File: src/i2s_pkg.sv
// i2s_pkg: register map, field positions and reset values of the two-wire slave
// assumes a 32-bit Avalon-MM slave port with byte addresses, one word per register
package i2s_pkg;
  // byte offsets of the register words
  localparam logic [4:0] OFS_RCV  = 5'h00;  // receive_buffer
  localparam logic [4:0] OFS_TRN  = 5'h04;  // transmit_holding
  localparam logic [4:0] OFS_BRG  = 5'h08;  // baud_reload
  localparam logic [4:0] OFS_CON  = 5'h0C;  // control
  localparam logic [4:0] OFS_STAT = 5'h10;  // status
  localparam logic [4:0] OFS_ADD  = 5'h14;  // own_slave_address
  // control fields
  localparam int CON_ENABLE  = 15;  // module_enable
  localparam int CON_RELEASE = 12;  // clock_release
  localparam int CON_TENBIT  = 10;  // ten_bit_address_mode
  localparam int CON_STRETCH = 6;   // receive_stretch_enable
  // status fields, bits 5..0 read-only
  localparam int ST_TXF   = 0;  // transmit_full_flag
  localparam int ST_RXF   = 1;  // receive_full_flag
  localparam int ST_DIR   = 2;  // last address direction bit
  localparam int ST_START = 3;  // start seen since stop
  localparam int ST_STOP  = 4;  // stop seen last
  localparam int ST_DATA  = 5;  // last received byte was data
  localparam int ST_OV    = 6;  // receive_overflow_flag
  localparam int ST_EVT   = 7;  // slave_event_flag
  localparam int ST_TEN   = 8;  // ten_bit_match_flag
  localparam int ST_RO_W  = 6;  // width of the read-only low field
  // register widths and reset values
  localparam int RBUF_W = 8;
  localparam int BRG_W  = 9;
  localparam int ADD_W  = 10;
  localparam int REG_W  = 16;
  localparam logic [15:0] CON_RESET  = 16'h1000;
  localparam logic [15:0] STAT_RESET = 16'h0000;
  localparam logic [4:0]  TEN_PREFIX = 5'h1E;  // 11110
  localparam logic [3:0]  BITS_BYTE  = 4'h8;   // last data bit count
  localparam logic [3:0]  BITS_ACK   = 4'h9;   // count after ninth rise
  // slave sequencer states
  typedef enum logic [2:0] {
    I2S_IDLE  = 3'b000,
    I2S_ADDR  = 3'b001,
    I2S_ADDR2 = 3'b010,
    I2S_RX    = 3'b011,
    I2S_TX    = 3'b100
  } i2s_state_t;
endpackage : i2s_pkg

File: src/i2s_sync.sv
// i2s_sync: brings the bus clock and data pins into ref_clk and finds bus events
// assumes both pins are asynchronous to ref_clk and much slower than it
`timescale 1ns/1ps
`default_nettype none
module i2s_sync (
  input  wire logic ref_clk,
  input  wire logic rst,
  input  wire logic scl_in,
  input  wire logic sda_in,
  output logic      scl_s,
  output logic      sda_s,
  output logic      scl_rise,
  output logic      scl_fall,
  output logic      start_det,
  output logic      stop_det
);
  logic [1:0] scl_meta;  // first stage feeds only the second
  logic [1:0] sda_meta;
  logic       scl_d;     // delayed copy for edge finding
  logic       sda_d;

  ////////////////////////////////////////////////////////////////////////////////
  // two-stage synchronisers, idle bus reads high
  always_ff @(posedge ref_clk or posedge rst) begin
    if (rst) begin
      scl_meta <= 2'h3;
      sda_meta <= 2'h3;
      scl_d    <= 1'b1;
      sda_d    <= 1'b1;
    end else begin
      scl_meta <= {scl_meta[0], scl_in};
      sda_meta <= {sda_meta[0], sda_in};
      scl_d    <= scl_meta[1];
      sda_d    <= sda_meta[1];
    end
  end

  ////////////////////////////////////////////////////////////////////////////////
  // events come from the settled stage only
  assign scl_s     = scl_meta[1];
  assign sda_s     = sda_meta[1];
  assign scl_rise  = scl_meta[1] & ~scl_d;
  assign scl_fall  = ~scl_meta[1] & scl_d;
  // data moving while clock is high marks start or stop
  assign start_det = scl_meta[1] & scl_d & sda_d & ~sda_meta[1];
  assign stop_det  = scl_meta[1] & scl_d & ~sda_d & sda_meta[1];
endmodule : i2s_sync
`default_nettype wire

File: src/i2s_slave.sv
// i2s_slave: two-wire bus slave with 7/10-bit address match and clock stretching
// assumes an external master drives the bus clock; pins are open drain outside
//
// The Avalon-MM slave port and the placing of the registers are this design's own decisions.
`timescale 1ns/1ps
`default_nettype none
module i2s_slave
  import i2s_pkg::*;
(
  input  wire logic        ref_clk,
  input  wire logic        rst,
  input  wire logic [4:0]  avs_address,
  input  wire logic        avs_read,
  input  wire logic        avs_write,
  input  wire logic [31:0] avs_writedata,
  input  wire logic [3:0]  avs_byteenable,
  output logic [31:0]      avs_readdata,
  output logic             avs_waitrequest,
  input  wire logic        scl_in,
  output logic             scl_out,
  output logic             scl_oe,
  input  wire logic        sda_in,
  output logic             sda_out,
  output logic             sda_oe,
  output logic             slave_event_pulse
);
  // register storage, widths as the programmer sees them
  logic [RBUF_W-1:0] rcv_reg;       // receive_buffer
  logic [RBUF_W-1:0] trn_reg;       // transmit_holding
  logic [BRG_W-1:0]  brg_reg;       // baud_reload, stored only
  logic [REG_W-1:0]  con_reg;       // control without release bit
  logic              release_reg;   // clock_release
  logic [REG_W-1:0]  stat_reg;      // status
  logic [ADD_W-1:0]  add_reg;       // own_slave_address
  // bus sequencer
  i2s_state_t        state_reg;
  logic [3:0]        cnt_reg;       // bit count in current byte
  logic [7:0]        rsr_reg;       // receive_shift_register
  logic [7:0]        tsr_reg;       // transmit shifter
  logic              tx_pend_reg;   // transmit byte not yet loaded
  logic              ack_drv_reg;   // ack pulled low in ninth slot
  logic              wait_reg;      // bus waitrequest
  logic [31:0]       rdata_reg;
  logic              drive_lvl_reg; // open-drain level, always low
  logic              pulse_reg;
  // synchronised pin view
  logic scl_s, sda_s, scl_rise, scl_fall, start_det, stop_det;

  i2s_sync u_sync (
    .ref_clk   (ref_clk),
    .rst       (rst),
    .scl_in    (scl_in),
    .sda_in    (sda_in),
    .scl_s     (scl_s),
    .sda_s     (sda_s),
    .scl_rise  (scl_rise),
    .scl_fall  (scl_fall),
    .start_det (start_det),
    .stop_det  (stop_det)
  );

  ////////////////////////////////////////////////////////////////////////////////
  // bus decode
  wire req      = avs_read | avs_write;
  wire take     = req & ~wait_reg;            // request completes this edge
  wire wr_take  = take & avs_write;
  wire rd_take  = take & avs_read;
  wire hit_rcv  = avs_address == OFS_RCV;
  wire hit_trn  = avs_address == OFS_TRN;
  wire hit_brg  = avs_address == OFS_BRG;
  wire hit_con  = avs_address == OFS_CON;
  wire hit_stat = avs_address == OFS_STAT;
  wire hit_add  = avs_address == OFS_ADD;
  // byte lane merge of the low two lanes; upper lanes hold no bits
  wire [15:0] lane_mask = {{8{avs_byteenable[1]}}, {8{avs_byteenable[0]}}};
  wire [15:0] wdat      = avs_writedata[15:0];
  wire [15:0] con_full  = {con_reg[15:13], release_reg, con_reg[11:0]};
  wire [15:0] con_wr    = (con_full & ~lane_mask) | (wdat & lane_mask);
  wire [15:0] stat_wr   = (stat_reg & ~lane_mask) | (wdat & lane_mask);
  wire [15:0] add_wr    = ({6'h00, add_reg} & ~lane_mask) | (wdat & lane_mask);
  wire [15:0] brg_wr    = ({7'h00, brg_reg} & ~lane_mask) | (wdat & lane_mask);
  wire        trn_wr    = wr_take & hit_trn & avs_byteenable[0];
  wire        rcv_rd    = rd_take & hit_rcv;
  // read mux, unmapped words read as zero
  wire [15:0] rd_mux =
    hit_rcv  ? {8'h00, rcv_reg} :
    hit_trn  ? {8'h00, trn_reg} :
    hit_brg  ? {7'h00, brg_reg} :
    hit_con  ? con_full :
    hit_stat ? stat_reg :
    hit_add  ? {6'h00, add_reg} : 16'h0000;

  ////////////////////////////////////////////////////////////////////////////////
  // control decode
  wire enable   = con_reg[CON_ENABLE];
  wire ten_mode = con_reg[CON_TENBIT];
  wire stretch  = con_reg[CON_STRETCH];
  wire txf      = stat_reg[ST_TXF];
  wire rxf      = stat_reg[ST_RXF];
  wire ov       = stat_reg[ST_OV];
  wire ten_hit  = stat_reg[ST_TEN];
  wire rw_bit   = rsr_reg[0];
  // address comparisons on the completed shift byte
  wire m7   = rsr_reg[7:1] == add_reg[6:0];
  wire m10h = (rsr_reg[7:3] == TEN_PREFIX) & (rsr_reg[2:1] == add_reg[9:8]);
  wire m10l = rsr_reg == add_reg[7:0];
  // slot boundaries on the falling bus clock
  wire byte_end = scl_fall & (cnt_reg == BITS_BYTE);
  wire ack_end  = scl_fall & (cnt_reg == BITS_ACK);
  wire active   = state_reg != I2S_IDLE;
  // address byte outcome at the eighth falling edge
  wire addr_tx  = ten_mode ? (m10h & rw_bit & ten_hit) : (m7 & rw_bit);
  wire addr_ack = ten_mode ? (m10h & (~rw_bit | ten_hit)) : m7;
  // receive byte outcome
  wire rx_load  = ~rxf;
  wire rx_ack   = ~rxf & ~ov;
  // master answered with low data in ninth slot of a transmit byte
  logic mst_ack_reg;

  ////////////////////////////////////////////////////////////////////////////////
  // bus handshake: one wait cycle, then the answer
  always_ff @(posedge ref_clk or posedge rst) begin
    if (rst) begin
      wait_reg  <= 1'b1;
      rdata_reg <= 32'h0000_0000;
    end else begin
      wait_reg  <= ~(req & wait_reg);
      rdata_reg <= {16'h0000, rd_mux};
    end
  end

  ////////////////////////////////////////////////////////////////////////////////
  // software-only registers
  always_ff @(posedge ref_clk or posedge rst) begin
    if (rst) begin
      con_reg <= CON_RESET;
      brg_reg <= '0;
      add_reg <= '0;
      trn_reg <= '0;
    end else begin
      if (wr_take & hit_con) begin
        con_reg <= con_wr;
      end
      if (wr_take & hit_brg) begin
        brg_reg <= brg_wr[BRG_W-1:0];
      end
      if (wr_take & hit_add) begin
        add_reg <= add_wr[ADD_W-1:0];
      end
      if (trn_wr) begin
        trn_reg <= wdat[7:0];
      end
    end
  end

  ////////////////////////////////////////////////////////////////////////////////
  // clock release: hardware clears at ninth fall, a software set wins
  wire rel_set   = wr_take & hit_con & con_wr[CON_RELEASE];
  wire rel_sw_cl = wr_take & hit_con & ~con_wr[CON_RELEASE] & stretch;
  wire tx_stall  = (state_reg == I2S_TX) & ack_end & mst_ack_reg & ~txf;
  wire ad_stall  = (state_reg == I2S_ADDR) & ack_end & addr_tx & ~txf;
  wire rx_stall  = (state_reg == I2S_RX) & ack_end & stretch & rxf;
  always_ff @(posedge ref_clk or posedge rst) begin
    if (rst) begin
      release_reg <= 1'b1;
    end else if (rel_set) begin
      release_reg <= 1'b1;
    end else if (tx_stall | ad_stall | rx_stall | rel_sw_cl) begin
      release_reg <= 1'b0;
    end
  end

  ////////////////////////////////////////////////////////////////////////////////
  // status flags: hardware sets are applied after software writes
  wire rx_done  = (state_reg == I2S_RX) & byte_end;
  wire ev_pulse = ack_end & (state_reg != I2S_IDLE) & (ack_drv_reg | state_reg == I2S_TX
                  | state_reg == I2S_RX);
  always_ff @(posedge ref_clk or posedge rst) begin
    if (rst) begin
      stat_reg <= STAT_RESET;
    end else begin
      if (wr_take & hit_stat) begin
        stat_reg[REG_W-1:ST_RO_W] <= stat_wr[REG_W-1:ST_RO_W];
      end
      if (rcv_rd) begin
        stat_reg[ST_RXF] <= 1'b0;
      end
      if (state_reg == I2S_TX & tx_pend_reg & release_reg & ~ack_drv_reg) begin
        stat_reg[ST_TXF] <= 1'b0;
      end
      if (trn_wr) begin
        stat_reg[ST_TXF] <= 1'b1;                                    // a new byte is not lost
      end
      if (rx_done & rx_load) begin
        stat_reg[ST_RXF] <= 1'b1;
      end
      if (rx_done & rxf) begin
        stat_reg[ST_OV] <= 1'b1;
      end
      if (rx_done) begin
        stat_reg[ST_DATA] <= 1'b1;
      end
      if (ev_pulse) begin
        stat_reg[ST_EVT] <= 1'b1;
      end
      if (start_det) begin
        stat_reg[ST_START] <= 1'b1;
        stat_reg[ST_STOP]  <= 1'b0;
      end
      if (stop_det) begin
        stat_reg[ST_START] <= 1'b0;
        stat_reg[ST_STOP]  <= 1'b1;
        stat_reg[ST_TEN]   <= 1'b0;
      end
      if (byte_end & state_reg == I2S_ADDR) begin
        stat_reg[ST_DATA] <= 1'b0;
        stat_reg[ST_DIR]  <= rw_bit;
        if (ten_mode & ~(addr_tx)) begin
          stat_reg[ST_TEN] <= 1'b0;
        end
      end
      if (byte_end & state_reg == I2S_ADDR2) begin
        stat_reg[ST_TEN] <= m10l;
      end
    end
  end

  ////////////////////////////////////////////////////////////////////////////////
  // receive buffer: written only from a finished data byte, never by an address
  always_ff @(posedge ref_clk or posedge rst) begin
    if (rst) begin
      rcv_reg <= '0;
    end else if (rx_done & rx_load) begin
      rcv_reg <= rsr_reg;
    end
  end

  ////////////////////////////////////////////////////////////////////////////////
  // bit counter and shift register, sampled on the rising bus clock
  always_ff @(posedge ref_clk or posedge rst) begin
    if (rst) begin
      cnt_reg     <= '0;
      rsr_reg     <= '0;
      mst_ack_reg <= 1'b0;
    end else if (start_det) begin
      cnt_reg <= '0;
    end else if (active & scl_rise) begin
      cnt_reg <= cnt_reg + 4'h1;
      if (cnt_reg < BITS_BYTE) begin
        rsr_reg <= {rsr_reg[6:0], sda_s};
      end else begin
        mst_ack_reg <= ~sda_s;
      end
    end else if (ack_end) begin
      cnt_reg <= '0;
    end
  end

  ////////////////////////////////////////////////////////////////////////////////
  // sequencer: start, address, second address byte, receive or transmit
  i2s_state_t state_next;
  always_comb begin
    state_next = state_reg;
    if (~enable | stop_det) begin
      state_next = I2S_IDLE;
    end else if (start_det) begin
      state_next = I2S_ADDR;
    end else if (byte_end & ~ack_drv_reg) begin
      unique case (state_reg)
        I2S_ADDR:  state_next = addr_ack ? state_reg : I2S_IDLE;
        I2S_ADDR2: state_next = m10l ? state_reg : I2S_IDLE;
        default:   state_next = state_reg;
      endcase
    end else if (ack_end) begin
      unique case (state_reg)
        I2S_ADDR:  state_next = addr_tx ? I2S_TX :
                                ten_mode ? I2S_ADDR2 : I2S_RX;
        I2S_ADDR2: state_next = I2S_RX;
        I2S_TX:    state_next = mst_ack_reg ? I2S_TX : I2S_IDLE;
        default:   state_next = state_reg;
      endcase
    end
  end

  always_ff @(posedge ref_clk or posedge rst) begin
    if (rst) begin
      state_reg <= I2S_IDLE;
    end else begin
      state_reg <= state_next;
    end
  end

  ////////////////////////////////////////////////////////////////////////////////
  // acknowledge drive for address and receive bytes in the ninth slot
  wire ack_now = (state_reg == I2S_ADDR & addr_ack) | (state_reg == I2S_ADDR2 & m10l)
               | (state_reg == I2S_RX & rx_ack);
  always_ff @(posedge ref_clk or posedge rst) begin
    if (rst) begin
      ack_drv_reg <= 1'b0;
    end else if (~enable | start_det | stop_det | ack_end) begin
      ack_drv_reg <= 1'b0;
    end else if (byte_end & state_reg != I2S_TX) begin
      ack_drv_reg <= ack_now;
    end
  end

  ////////////////////////////////////////////////////////////////////////////////
  // transmit shifter: loads once the clock is released, shifts on falling edges
  wire tx_enter = ack_end & ((state_reg == I2S_ADDR & addr_tx) |
                             (state_reg == I2S_TX & mst_ack_reg));
  always_ff @(posedge ref_clk or posedge rst) begin
    if (rst) begin
      tsr_reg     <= 8'hFF;
      tx_pend_reg <= 1'b0;
    end else if (~enable | start_det | stop_det) begin
      tsr_reg     <= 8'hFF;
      tx_pend_reg <= 1'b0;
    end else if (tx_enter) begin
      tsr_reg     <= 8'hFF;
      tx_pend_reg <= 1'b1;
    end else if (state_reg == I2S_TX & tx_pend_reg & release_reg) begin
      tsr_reg     <= trn_reg;
      tx_pend_reg <= 1'b0;
    end else if (state_reg == I2S_TX & scl_fall & cnt_reg != '0) begin
      tsr_reg <= {tsr_reg[6:0], 1'b1};
    end
  end

  ////////////////////////////////////////////////////////////////////////////////
  // pin drivers; a stretch starts only while the clock already reads low
  wire tx_slot  = (cnt_reg < BITS_BYTE) | ((cnt_reg == BITS_BYTE) & scl_s); // last bit to 8th fall
  wire sda_low  = ack_drv_reg | (state_reg == I2S_TX & ~tx_pend_reg & tx_slot
                  & ~tsr_reg[7]);
  wire scl_hold = enable & ~release_reg & (scl_oe | ~scl_s);
  always_ff @(posedge ref_clk or posedge rst) begin
    if (rst) begin
      scl_oe        <= 1'b0;
      sda_oe        <= 1'b0;
      drive_lvl_reg <= 1'b0;
      pulse_reg     <= 1'b0;
    end else begin
      scl_oe        <= scl_hold;
      sda_oe        <= enable & sda_low;
      drive_lvl_reg <= 1'b0;
      pulse_reg     <= ev_pulse;
    end
  end

  ////////////////////////////////////////////////////////////////////////////////
  // outputs straight from flip-flops
  assign scl_out           = drive_lvl_reg;
  assign sda_out           = drive_lvl_reg;
  assign avs_waitrequest   = wait_reg;
  assign avs_readdata      = rdata_reg;
  assign slave_event_pulse = pulse_reg;
endmodule : i2s_slave
`default_nettype wire

File: config.mk
export PLATFORM = sky130hd
export DESIGN_NAME = i2s_slave
export DESIGN_NICKNAME = d
export VERILOG_FILES = /design/src/i2s_pkg.sv /design/src/i2s_sync.sv /design/src/i2s_slave.sv
export SDC_FILE = /design/constraint.sdc
export NUM_CORES = 1
export LEC_CHECK = 0
export BUFFER_PORTS_ARGS = -buffer_cell sky130_fd_sc_hd__buf_4
export CAP_MARGIN = 5
export CORE_UTILIZATION = 40
export DETAILED_ROUTE_END_ITERATION = 7
export PLACE_DENSITY = 0.71
export SYNTH_ARGS = -nofsm -noshare
export SYNTH_HDL_FRONTEND = slang
export SYNTH_SLANG_ARGS = --single-unit
File: constraint.sdc
create_clock -name ref_clk -period 9.4 [get_ports ref_clk]
set_input_delay 2.82 -clock ref_clk [delete_from_list [all_inputs] [get_ports ref_clk]]
set_output_delay 2.82 -clock ref_clk [all_outputs]
set_load 0.005 [all_outputs]
; After elaboration in Yosys (flattened, before gate mapping)
; Index checks and enable logic that the tools add are counted.
[op_classes]
order_cmp = 1
mux = 48
eq_ne = 19
bitwise = 113
addsub = 1
n_reduce_logical = 19
[ops]
columns = operator, count
row1 = 16-bit two-way mux, 5
row2 = 1-bit AND, 67
row3 = 16-bit AND, 3
row4 = 8-bit two-way mux, 4
row5 = 16-bit bitwise OR, 2
row6 = 3-bit two-way mux, 9
row7 = 1-bit two-way mux, 22
row8 = 1-bit inverter, 19
row9 = 1-bit bitwise OR, 17
row10 = 16-bit inverter, 1
row11 = 2-bit nonzero test, 8
row12 = 5-bit equality test (second input constant), 3
row13 = 5-bit != test (second input constant), 3
row14 = 4-bit two-way mux, 3
row15 = 4-bit nonzero test, 3
row16 = 10-bit AND, 1
row17 = 5-bit by 4-bit equality test with 1-bit output (second input constant), 2
row18 = 10-bit two-way mux, 1
row19 = 10-bit bitwise OR, 1
row20 = 9-bit AND, 1
row21 = 9-bit bitwise OR, 1
row22 = 3-bit case mux with 3 select lines, 1
row23 = 3-bit nonzero test, 3
row24 = 4-bit equality test (second input constant), 2
row25 = 16 further kinds, 19
[totals]
register_bits = 120
in_bits = 47

; Longest topological paths before layout
; Gate-level depths: netlist (run 1).
[depth]
word_depth = 12
ltp_mapped = 8

; Hierarchy
; Synthesis (run 1) repeated with hierarchy kept, for this count alone.
[unflattened]
cells_unflattened = 503
hier_area_um2 = 5776.8
[by_module_without_submodules]
columns = module, area_each_um2, instances, cells_each
row1 = i2s_slave, 5582.9, 1, 492
row2 = i2s_sync, 193.9, 1, 11

; Least setup slack after synthesis (run 1)
; OpenSTA, ideal clock, no wires.
[synth_timing]
path_kind = input port to flip-flop
from = input avs_address[3]
to = register stat_reg[8]
path_stages = 6
arrival_time_ns = 4.093
setup_time_ns = 0.130
setup_slack_ns = 5.176
required_time_ns = 9.270
cell_sequence = nor3_1 -> nand2_1 -> nor3_4 -> mux2_1 -> o2111ai_1 -> o31ai_1
[synth_between]
elab_chain_len = 7
[synth_lines]
columns = item, line_no
row1 = start: declaration, i2s_slave.sv:12  ; input wire logic [4:0] avs_address,
row2 = 5-bit equality test (*), i2s_slave.sv:72  ; wire hit_stat = avs_address == OFS_STAT;
row3 = 1-bit AND (*), i2s_slave.sv:182  ; if (wr_take & hit_stat) begin
row4 = 3-bit two-way mux (*), i2s_slave.sv:182
row5 = 1-bit two-way mux (*), i2s_slave.sv:210  ; if (stop_det) begin
row6 = 1-bit two-way mux, i2s_slave.sv:218  ; if (ten_mode & ~(addr_tx)) begin
row7 = 1-bit two-way mux (*), i2s_slave.sv:215  ; if (byte_end & state_reg == I2S_ADDR) begin
row8 = 1-bit two-way mux (*), i2s_slave.sv:222  ; if (byte_end & state_reg == I2S_ADDR2) begin
row9 = end signal: indexed assignment, i2s_slave.sv:183  ; stat_reg[REG_W-1:ST_RO_W] <= stat_wr[REG_W-1:ST_RO_W];
row10 = end signal: indexed assignment, i2s_slave.sv:217  ; stat_reg[ST_DIR] <= rw_bit;
row11 = end signal: indexed assignment, i2s_slave.sv:223  ; stat_reg[ST_TEN] <= m10l;
row12 = end: declaration, i2s_slave.sv:33  ; logic [REG_W-1:0] stat_reg;
; Every way passes the cells marked *; elsewhere a longest branch is shown, timed or not. The select of a mux whose other input is x is not followed.
; A chain may end at the register's enable or synchronous reset.

==> impl_metrics.ini, run 1 <==
[hold_path]
holdPathStages = 0
hold_end = u_sync.scl_meta[1]$_DFF_PP1_
hold_class = flop to flop
min_from = u_sync.scl_meta[0]$_DFF_PP1_

[sta]
rsz0062_at_grt = no
fin_crit_ns = 4.457
fin_skew_ns = 0.01044
tns_ns = 0
finalHoldViolCount = 0
min_period_over_period_pct = 47.41
setup_slack_ns = 4.943
maxSlewViolCount = 0
slew-limit-headroom_pct = 31.16
finalSetupViolCount = 0
clock.fmax_ghz = 0.2244
max_slew.worst_pin.slew_ns = 1.033

[logic_synthesis]
yosysUniqueCellTypes = 68
ys_ff_latch = 119
syn_inst = 506
synthArstFlopShare_pct = 100.0
synth_top_family_by_area = multiplexers
syn_avg_cell_area_um2 = 11.67
netlist.area_leader.share_pct = 43.65
yosysTopAreaCell = dfrtp_1
synth_compound_area_share_pct = 9.282
synth_fa_ha_area_share_pct = 0.6357
ys_seq_area_share_pct = 50.77
synth-main-ff-cell = dfrtp_1
ys_warn_count = 0
muxShareOfSynthArea_pct = 18.37
synthTopCellsByArea = dfrtp_1, mux2_2, dfstp_2, mux2i_1, nand2_1
synth_simple_gate_area_share_pct = 12.76
syn_area_mm2 = 0.005904
synth_xor_area_share_pct = 3.094
synth_edf_count = 0

[power_and_ir_drop]
irDropWorstVdd_mv = 0.1270
p_switching_uw = 361.8
power_leakage_nw = 3.344
switching_share_pct = 24.50
seq_power_share_pct = 40.0
combPwrFrac_pct = 10.6
p_clk_share_pct = 49.5
powerDensity_mw_per_mm2 = 211.4
internal-power_mw = 1.115

[finish]
nNetsFinal = 600
final_cell_mix = dfrtp_1, mux2_2, buf_4
antennaDiodeCount = 0
n_fill_cell = 1260
layout-drive-gt1-share_pct = 33.04
layout_commonest_cell = dfrtp_1
final_util_pct = 48.25
stdcell_count = 747
final_area_mm2 = 0.006985
multiInputGateArea_mm2 = 0.002680
ff_latch_area_mm2 = 0.002998
area_growth_pct = 18.31

[worst_setup_path]
critical_path.max_fanout = 11
end_kind = flop
startpoint = avs_address[4]
cp_top_family = simple AND/OR/NAND/NOR gates
timing.rr.start = cnt_reg[0]$_DFFE_PP0P_
start_kind = input pin
path_buf_inv = 1
cp.arrival_ns = 4.75
worst-r2r-cell-count = 7
crit_type = input pin to flop
cp_slowest_cell = nor3b_2
rr_endpoint = state_reg[1]$_DFFE_PP0P_
r2r_slack_ns = 7.08
critical_path.cell_chain = buf_4 -> nor3_1 -> nand2_1 -> nor3b_2 -> mux2_2
worst_path_largest_cell_delay_ns = 0.76
critPathRequiredTime_ns = 9.70

[route]
wl_per_cell_um = 18.73
vias = 4199
vias_per_cell = 5.621
ant_nets = 0
drcViolationCount = 0
first_pass_iters = 6
drt_wl_total_mm = 13.99
first_iter_violations = 261

[floorplanning]
die_y_um = 123.5
die_w_um = 123.5
core_area_mm2 = 0.01448
io_pins = 85
dieArea_mm2 = 0.01525
num_rows = 44
initial_utilization_pct = 40.78

[cts]
cts.reportedPaths.clkPinSlew_ns = 0.05
numCtsBuffers = 17
cts-root-buf = clkbuf_16
cts_hold_buf = 0
clkSinkCount = 119
post_cts_buffers = 0
post_cts_resized = 0
clkLatencyLatePin_ns = 0.42
clock_path_buffers = 2
cts_tree = done
ctsHtreeMaxLevel = 4

[flow_run]
maxCapViolations = 0

[placed_design]
gp_congestion = 0.8954
io_buffers = 48
dpl.hpwl_mm = 9.615
dp_slack_ns = 4.551
place_inst = 715
place_area_mm2 = 0.006312

[global_route]
grt_pass1_wl_mm = 22.22
antenna_found_initial = 0
grt_usage_pct = 19.61
globalRouteOverflowTotal = 0
grt_max_degree = 84
grt_pass1_vias = 4172

[outcome]
outcome = finished clean
worst max path at each step:
stage | endpoint | slack, ns | cells after the start
detailed placement | flop | 4.55 | 5
finish | flop | 4.94 | 5
floorplan | async pin | 3.45 | 1
CTS | flop | 4.98 | 5
global placement | flop | 4.63 | 5
global route | flop | 4.83 | 5
cells by family (layout without fill, tap and decap cells):
logic type | after synthesis | count (layout)
AOI/OAI and AO/OA | 77 | 77
xor gates and xnor gates | 20 | 20
adders and majority gates | 3 | 3
buffers and inverters | 49 | 89
DFF | 119 | 119
muxes | 99 | 99
other | 1 | 18
and+or+nand+nor | 138 | 138
per-layer routing:
layer  GRT usage [%]  vias to the layer above  part of all wire (%)
li1                -                     1875                     -
met1           25.02                     2172                    43
met4           7.831                        0                   2.0
met5               0                        -                     0
met3           5.120                       30                   4.8
met2           31.63                      122                    50
cells in the mapped netlist (3+ instances only):
library cell and instances:
a21oi_1 13, a222oi_1 4, a22o_1 7, and2_1 5, and3_1 3, buf_2 12, buf_4 20, buf_6 3
clkbuf_1 7, dfrtp_1 103, dfstp_2 16, ha_1 3, inv_1 7, mux2_2 66, mux2i_1 30, nand2_1 45
nand2b_1 4, nand3_1 17, nand4_1 4, nand4b_1 3, nor2_1 19, nor2b_1 5, nor3_1 8, nor4_1 5
o21a_1 3, o21ai_0 15, o22ai_1 6, o31ai_1 3, xor2_1 18
stage by stage:
stage | hold WS, ns | power (mW)
5_1_grt | 0.3619 | 1.534
6_report | 0.3590 | 1.477
4_1_cts | 0.3594 | 1.486
3_3_place_gp | 0.3468 | 0.7414
3_5_place_dp | 0.3500 | 0.7506
2_1_floorplan | 0.3452 | 0.7065
power groups by stage:
stage	Sequential, mW	Combinational [mW]	Clock (mW)
floorplan	0.573	0.134	0
global placement	0.595	0.146	0
detailed placement	0.597	0.154	0
CTS	0.589	0.156	0.740
global route	0.595	0.172	0.767
finish	0.590	0.156	0.731
layout make-up:
class                           instances  share of cell area [%]
Sequential cell                       119                   42.92
Multi-Input combinational cell        355                   38.37
Clock buffer                           21                   6.878
Timing Repair Buffer                   50                   5.373
Tap cell                              184                   3.296
Clock inverter                         11                   2.758
Inverter                                7                  0.4120
Note: power is estimated with default switching activity, not from simulation.
==> run 2, diff against run 1 <==
- clock period: 9.4 -> 4.5 ns (I/O delays scaled with it)
==> run 2 against run 1 <==
Design area shrank 0.66%. Power grew 100%. Sequential power grew 110%. Largest cell class unchanged. Count of clock-buffer cells in the layout grew 1. Non-clock buffer count is the same. Global-route usage shrank 0.52 points.
==> impl_metrics.ini, run 2 (synthesis gave the netlist of run 1 again) <==
[worst_setup_path]
critical_path.max_fanout = 11
r2r_slack_ns = 2.27
critPathRequiredTime_ns = 4.79
cp.arrival_ns = 3.27
crit_type = input pin to flop
start_kind = input pin
worst-r2r-cell-count = 7
rr_endpoint = state_reg[1]$_DFFE_PP0P_
timing.rr.start = cnt_reg[0]$_DFFE_PP0P_
end_kind = flop

[global_route]
globalRouteOverflowTotal = 0
grt_pass1_wl_mm = 21.67
grt_pass1_vias = 4117
antenna_found_initial = 0
grt_usage_pct = 19.09
grt_max_degree = 65

[route]
wl_per_cell_um = 18.33
drcViolationCount = 0
first_iter_violations = 244
vias = 4193
vias_per_cell = 5.613
first_pass_iters = 5
ant_nets = 0
drt_wl_total_mm = 13.69

[sta]
setup_slack_ns = 1.520
tns_ns = 0
slew-limit-headroom_pct = 45.47
maxSlewViolCount = 0
finalSetupViolCount = 0
whs_ns = 0.3541
max_slew.worst_pin.slew_ns = 0.8144
fin_skew_ns = 0.006568
min_period_over_period_pct = 66.21
clock.fmax_ghz = 0.3356
fin_crit_ns = 2.980
finalHoldViolCount = 0
rsz0062_at_grt = no

[hold_path]
min_from = u_sync.scl_meta[0]$_DFF_PP1_
hold_end = u_sync.scl_meta[1]$_DFF_PP1_
hold_class = flop to flop
holdPathStages = 0

[floorplanning]
die_y_um = 123.5
initial_utilization_pct = 40.78
core_area_mm2 = 0.01448
dieArea_mm2 = 0.01525
num_rows = 44
die_w_um = 123.5
io_pins = 85

[finish]
nNetsFinal = 600
layout_commonest_cell = dfrtp_1
area_growth_pct = 17.52
final_area_mm2 = 0.006939
layout-drive-gt1-share_pct = 32.50
antennaDiodeCount = 0
final_cell_mix = dfrtp_1, mux2_2, buf_4

[power_and_ir_drop]
irDropWorstVdd_mv = 0.3063
powerDensity_mw_per_mm2 = 426.1
switching_share_pct = 24.34
p_clk_share_pct = 47.4
p_switching_uw = 719.8
power_leakage_nw = 3.330
seq_power_share_pct = 41.7
combPwrFrac_pct = 10.9
internal-power_mw = 2.237
power_mw = 2.957

[cts]
cts_tree = done
clkLatencyLatePin_ns = 0.41
ctsHtreeMaxLevel = 4
cts-root-buf = clkbuf_16
clkSinkCount = 119
clock_path_buffers = 2
post_cts_resized = 0
cts_hold_buf = 0
cts.reportedPaths.clkPinSlew_ns = 0.05
numCtsBuffers = 17
post_cts_buffers = 0

[flow_run]
maxCapViolations = 0

[placed_design]
dp_slack_ns = 1.155
dpl.hpwl_mm = 9.558
io_buffers = 48
gp_congestion = 0.8860
place_area_mm2 = 0.006325

[outcome]
outcome = finished clean
==> run 2: worst max path at each step <==
stage	from	end	slack, ns	cells past startpoint
6_report	avs_address[4]	flop	1.52	5
5_1_grt	avs_address[4]	flop	1.43	5
4_1_cts	avs_address[4]	flop	1.57	5
3_5_place_dp	avs_address[4]	flop	1.16	5
3_3_place_gp	avs_address[4]	flop	1.21	5
2_1_floorplan	rst	async pin	0.02	1
==> run 2: per-layer routing <==
layer | track usage, % | vias up | wire (um)
met5 | 0 | - | 0
met4 | 6.627 | 0 | 216
met3 | 6.042 | 18 | 895
met2 | 30.03 | 163 | 6765
met1 | 24.73 | 2132 | 5814
li1 | - | 1880 | -
==> run 2: cell type report <==
class,instances,area [um2]
inverters,7,28.78
multi-input cells,355,2680
clock inverters,10,150.1
flip-flops and latches,119,2998
repair buffers,50,387.9
well taps,184,230.2
clock buffers,22,464.2
fillers,1285,7540
==> run 2: critical path, stage by stage <==
cell and delay [ns]:
buf_4 0.13, nor3_1 0.27, nand2_1 0.33, nor3b_2 0.78
mux2_2 0.41
==> run 2: power by group through the flow <==
stage	registers, mW	logic [mW]	clock network, mW
2_1_floorplan	1.20	0.279	0
3_3_place_gp	1.24	0.307	0
3_5_place_dp	1.25	0.319	0
4_1_cts	1.23	0.322	1.42
5_1_grt	1.24	0.360	1.48
6_report	1.23	0.323	1.40
==> run 2: stage by stage <==
stage,instances,utilization (%)
2_1_floorplan,523,-
3_3_place_gp,715,43.68
5_1_grt,747,47.93
6_report,747,47.93
3_5_place_dp,715,43.68
4_1_cts,747,47.93
==> run 3, diff against run 2 <==
- clock period: 4.5 -> 2.85 ns (I/O delays scaled with it)
==> run 3 against run 2 <==
Count of clock-buffer cells in the layout is 2 higher. Non-clock buffer count is 6 higher. Global-route usage is 0.47 points higher. Largest cell class unchanged. Highest routed layer unchanged.
==> impl_metrics.ini, run 3 (synthesis gave the netlist of run 1 again) <==
[sta]
min_period_over_period_pct = 78.69
rsz0062_at_grt = no
fin_skew_ns = 0.005578
slew-limit-headroom_pct = 51.54
finalSetupViolCount = 0
finalHoldViolCount = 0
maxSlewViolCount = 0
tns_ns = 0
clock.fmax_ghz = 0.4459
fin_crit_ns = 2.243
max_slew.worst_pin.slew_ns = 0.7242

[power_and_ir_drop]
irDropWorstVdd_mv = 0.5163
p_switching_mw = 1.142
seq_power_share_pct = 41.8
combPwrFrac_pct = 11.1
p_clk_share_pct = 47.2
power_leakage_nw = 3.352
switching_share_pct = 24.50
internal-power_mw = 3.520
powerDensity_mw_per_mm2 = 667.0

[floorplanning]
die_w_um = 123.5
die_y_um = 123.5
dieArea_mm2 = 0.01525
core_area_mm2 = 0.01448
num_rows = 44
initial_utilization_pct = 40.78
io_pins = 85

[worst_setup_path]
crit_type = flop to flop
start_kind = flop
critical_path.max_fanout = 6
path_buf_inv = 0
worst_path_largest_cell_delay_ns = 0.57
critical_path.cell_chain = xor2_2 -> nor4_2 -> a41oi_2 -> o41ai_1 -> a211o_2 -> mux2_4
cp_top_family = simple AND/OR/NAND/NOR gates
critPathRequiredTime_ns = 3.15
end_kind = flop
cp_slowest_cell = nor4_2
cp.arrival_ns = 2.54

[global_route]
grt_pass1_vias = 4112
globalRouteOverflowTotal = 0
grt_usage_pct = 19.56
grt_max_degree = 120
antenna_found_initial = 0
grt_pass1_wl_mm = 21.93

[route]
first_pass_iters = 4
wl_per_cell_um = 17.89
drcViolationCount = 0
drt_wl_total_mm = 13.45
vias_per_cell = 5.427
vias = 4081
first_iter_violations = 259
ant_nets = 0

[finish]
antennaDiodeCount = 0
stdcell_count = 752
layout_commonest_cell = dfrtp_1
area_growth_pct = 18.37
layout-drive-gt1-share_pct = 33.27
final_cell_mix = dfrtp_1, mux2_2, buf_4
nNetsFinal = 606

[cts]
cts-root-buf = clkbuf_16
ctsHtreeMaxLevel = 4
post_cts_resized = 0
cts_hold_buf = 0
cts.reportedPaths.clkPinSlew_ns = 0.05
post_cts_buffers = 0
numCtsBuffers = 17
clkLatencyLatePin_ns = 0.42
clkSinkCount = 119
cts_tree = done
clock_path_buffers = 2

[hold_path]
hold_class = flop to flop

[outcome]
outcome = finished clean

[flow_run]
maxCapViolations = 0

[placed_design]
gp_congestion = 0.8742
io_buffers = 48
place_inst = 721
dpl.hpwl_mm = 9.525
==> run 3: cell types whose count changed in the layout (fill, tap and decap cells not counted), sizes merged <==
cell / delta
clkbuf: +2
bufinv: -1
inv: -1
clkinv: -3
buf: +6
clkinvlp: +2
==> run 3: cell type report <==
| cell class | instances | area, um2 |
|---|---|---|
| fillers | 1288 | 7490 |
| repair buffers | 56 | 432.9 |
| flip-flops and latches | 119 | 2998 |
| clock inverters | 7 | 116.4 |
| inverters | 7 | 30.03 |
| clock buffers | 24 | 501.7 |
| multi-input cells | 355 | 2680 |
| well taps | 184 | 230.2 |
==> run 3: through the flow <==
stage | power, mW | util, % | hold slack (ns) | cell area [um2] | setup slack, ns
finish | 4.662 | 48.27 | 0.3558 | 6989 | 0.6073
global route | 4.858 | 48.27 | 0.3603 | 6989 | 0.4788
CTS | 4.703 | 48.27 | 0.3575 | 6989 | 0.6456
detailed placement | 2.482 | 44.00 | 0.3472 | 6371 | 0.3055
global placement | 2.451 | 44.00 | 0.3468 | 6371 | 0.3714
floorplan | 2.331 | - | 0.3452 | 5972 | 0.5527
==> run 3: worst paths after layout <==
path                                               from                            to  slack [ns]  depth (start not counted)
setup / recovery                 rsr_reg[2]$_DFFE_PP0P_      state_reg[1]$_DFFE_PP0P_        0.61                          6
hold / removal             u_sync.scl_meta[0]$_DFF_PP1_  u_sync.scl_meta[1]$_DFF_PP1_        0.36                          0
setup reg to reg                 rsr_reg[2]$_DFFE_PP0P_      state_reg[1]$_DFFE_PP0P_        0.61                          6
hold reg to reg            u_sync.scl_meta[0]$_DFF_PP1_  u_sync.scl_meta[1]$_DFF_PP1_        0.36                          0
max in group asynchronous                           rst       stat_reg[0]$_DFFE_PP0P_        1.73                          3
min in group asynchronous                           rst        rsr_reg[2]$_DFFE_PP0P_        0.61                          3
==> run 3: power by group through the flow <==
stage          sequential [mW]  combinational (mW)  clock, mW
2_1_floorplan             1.89               0.441          0
3_5_place_dp              1.97               0.512          0
4_1_cts                   1.94               0.516       2.24
6_report                  1.95               0.516       2.20
5_1_grt                   1.96               0.579       2.32
3_3_place_gp              1.96               0.489          0
==> run 3: routing by layer <==
metal / part of all wire, % / track usage (%)
met1: 44 / 25.23
met2: 49 / 30.45
met3: 5.0 / 6.089
met4: 1.9 / 7.982
met5: 0 / 0
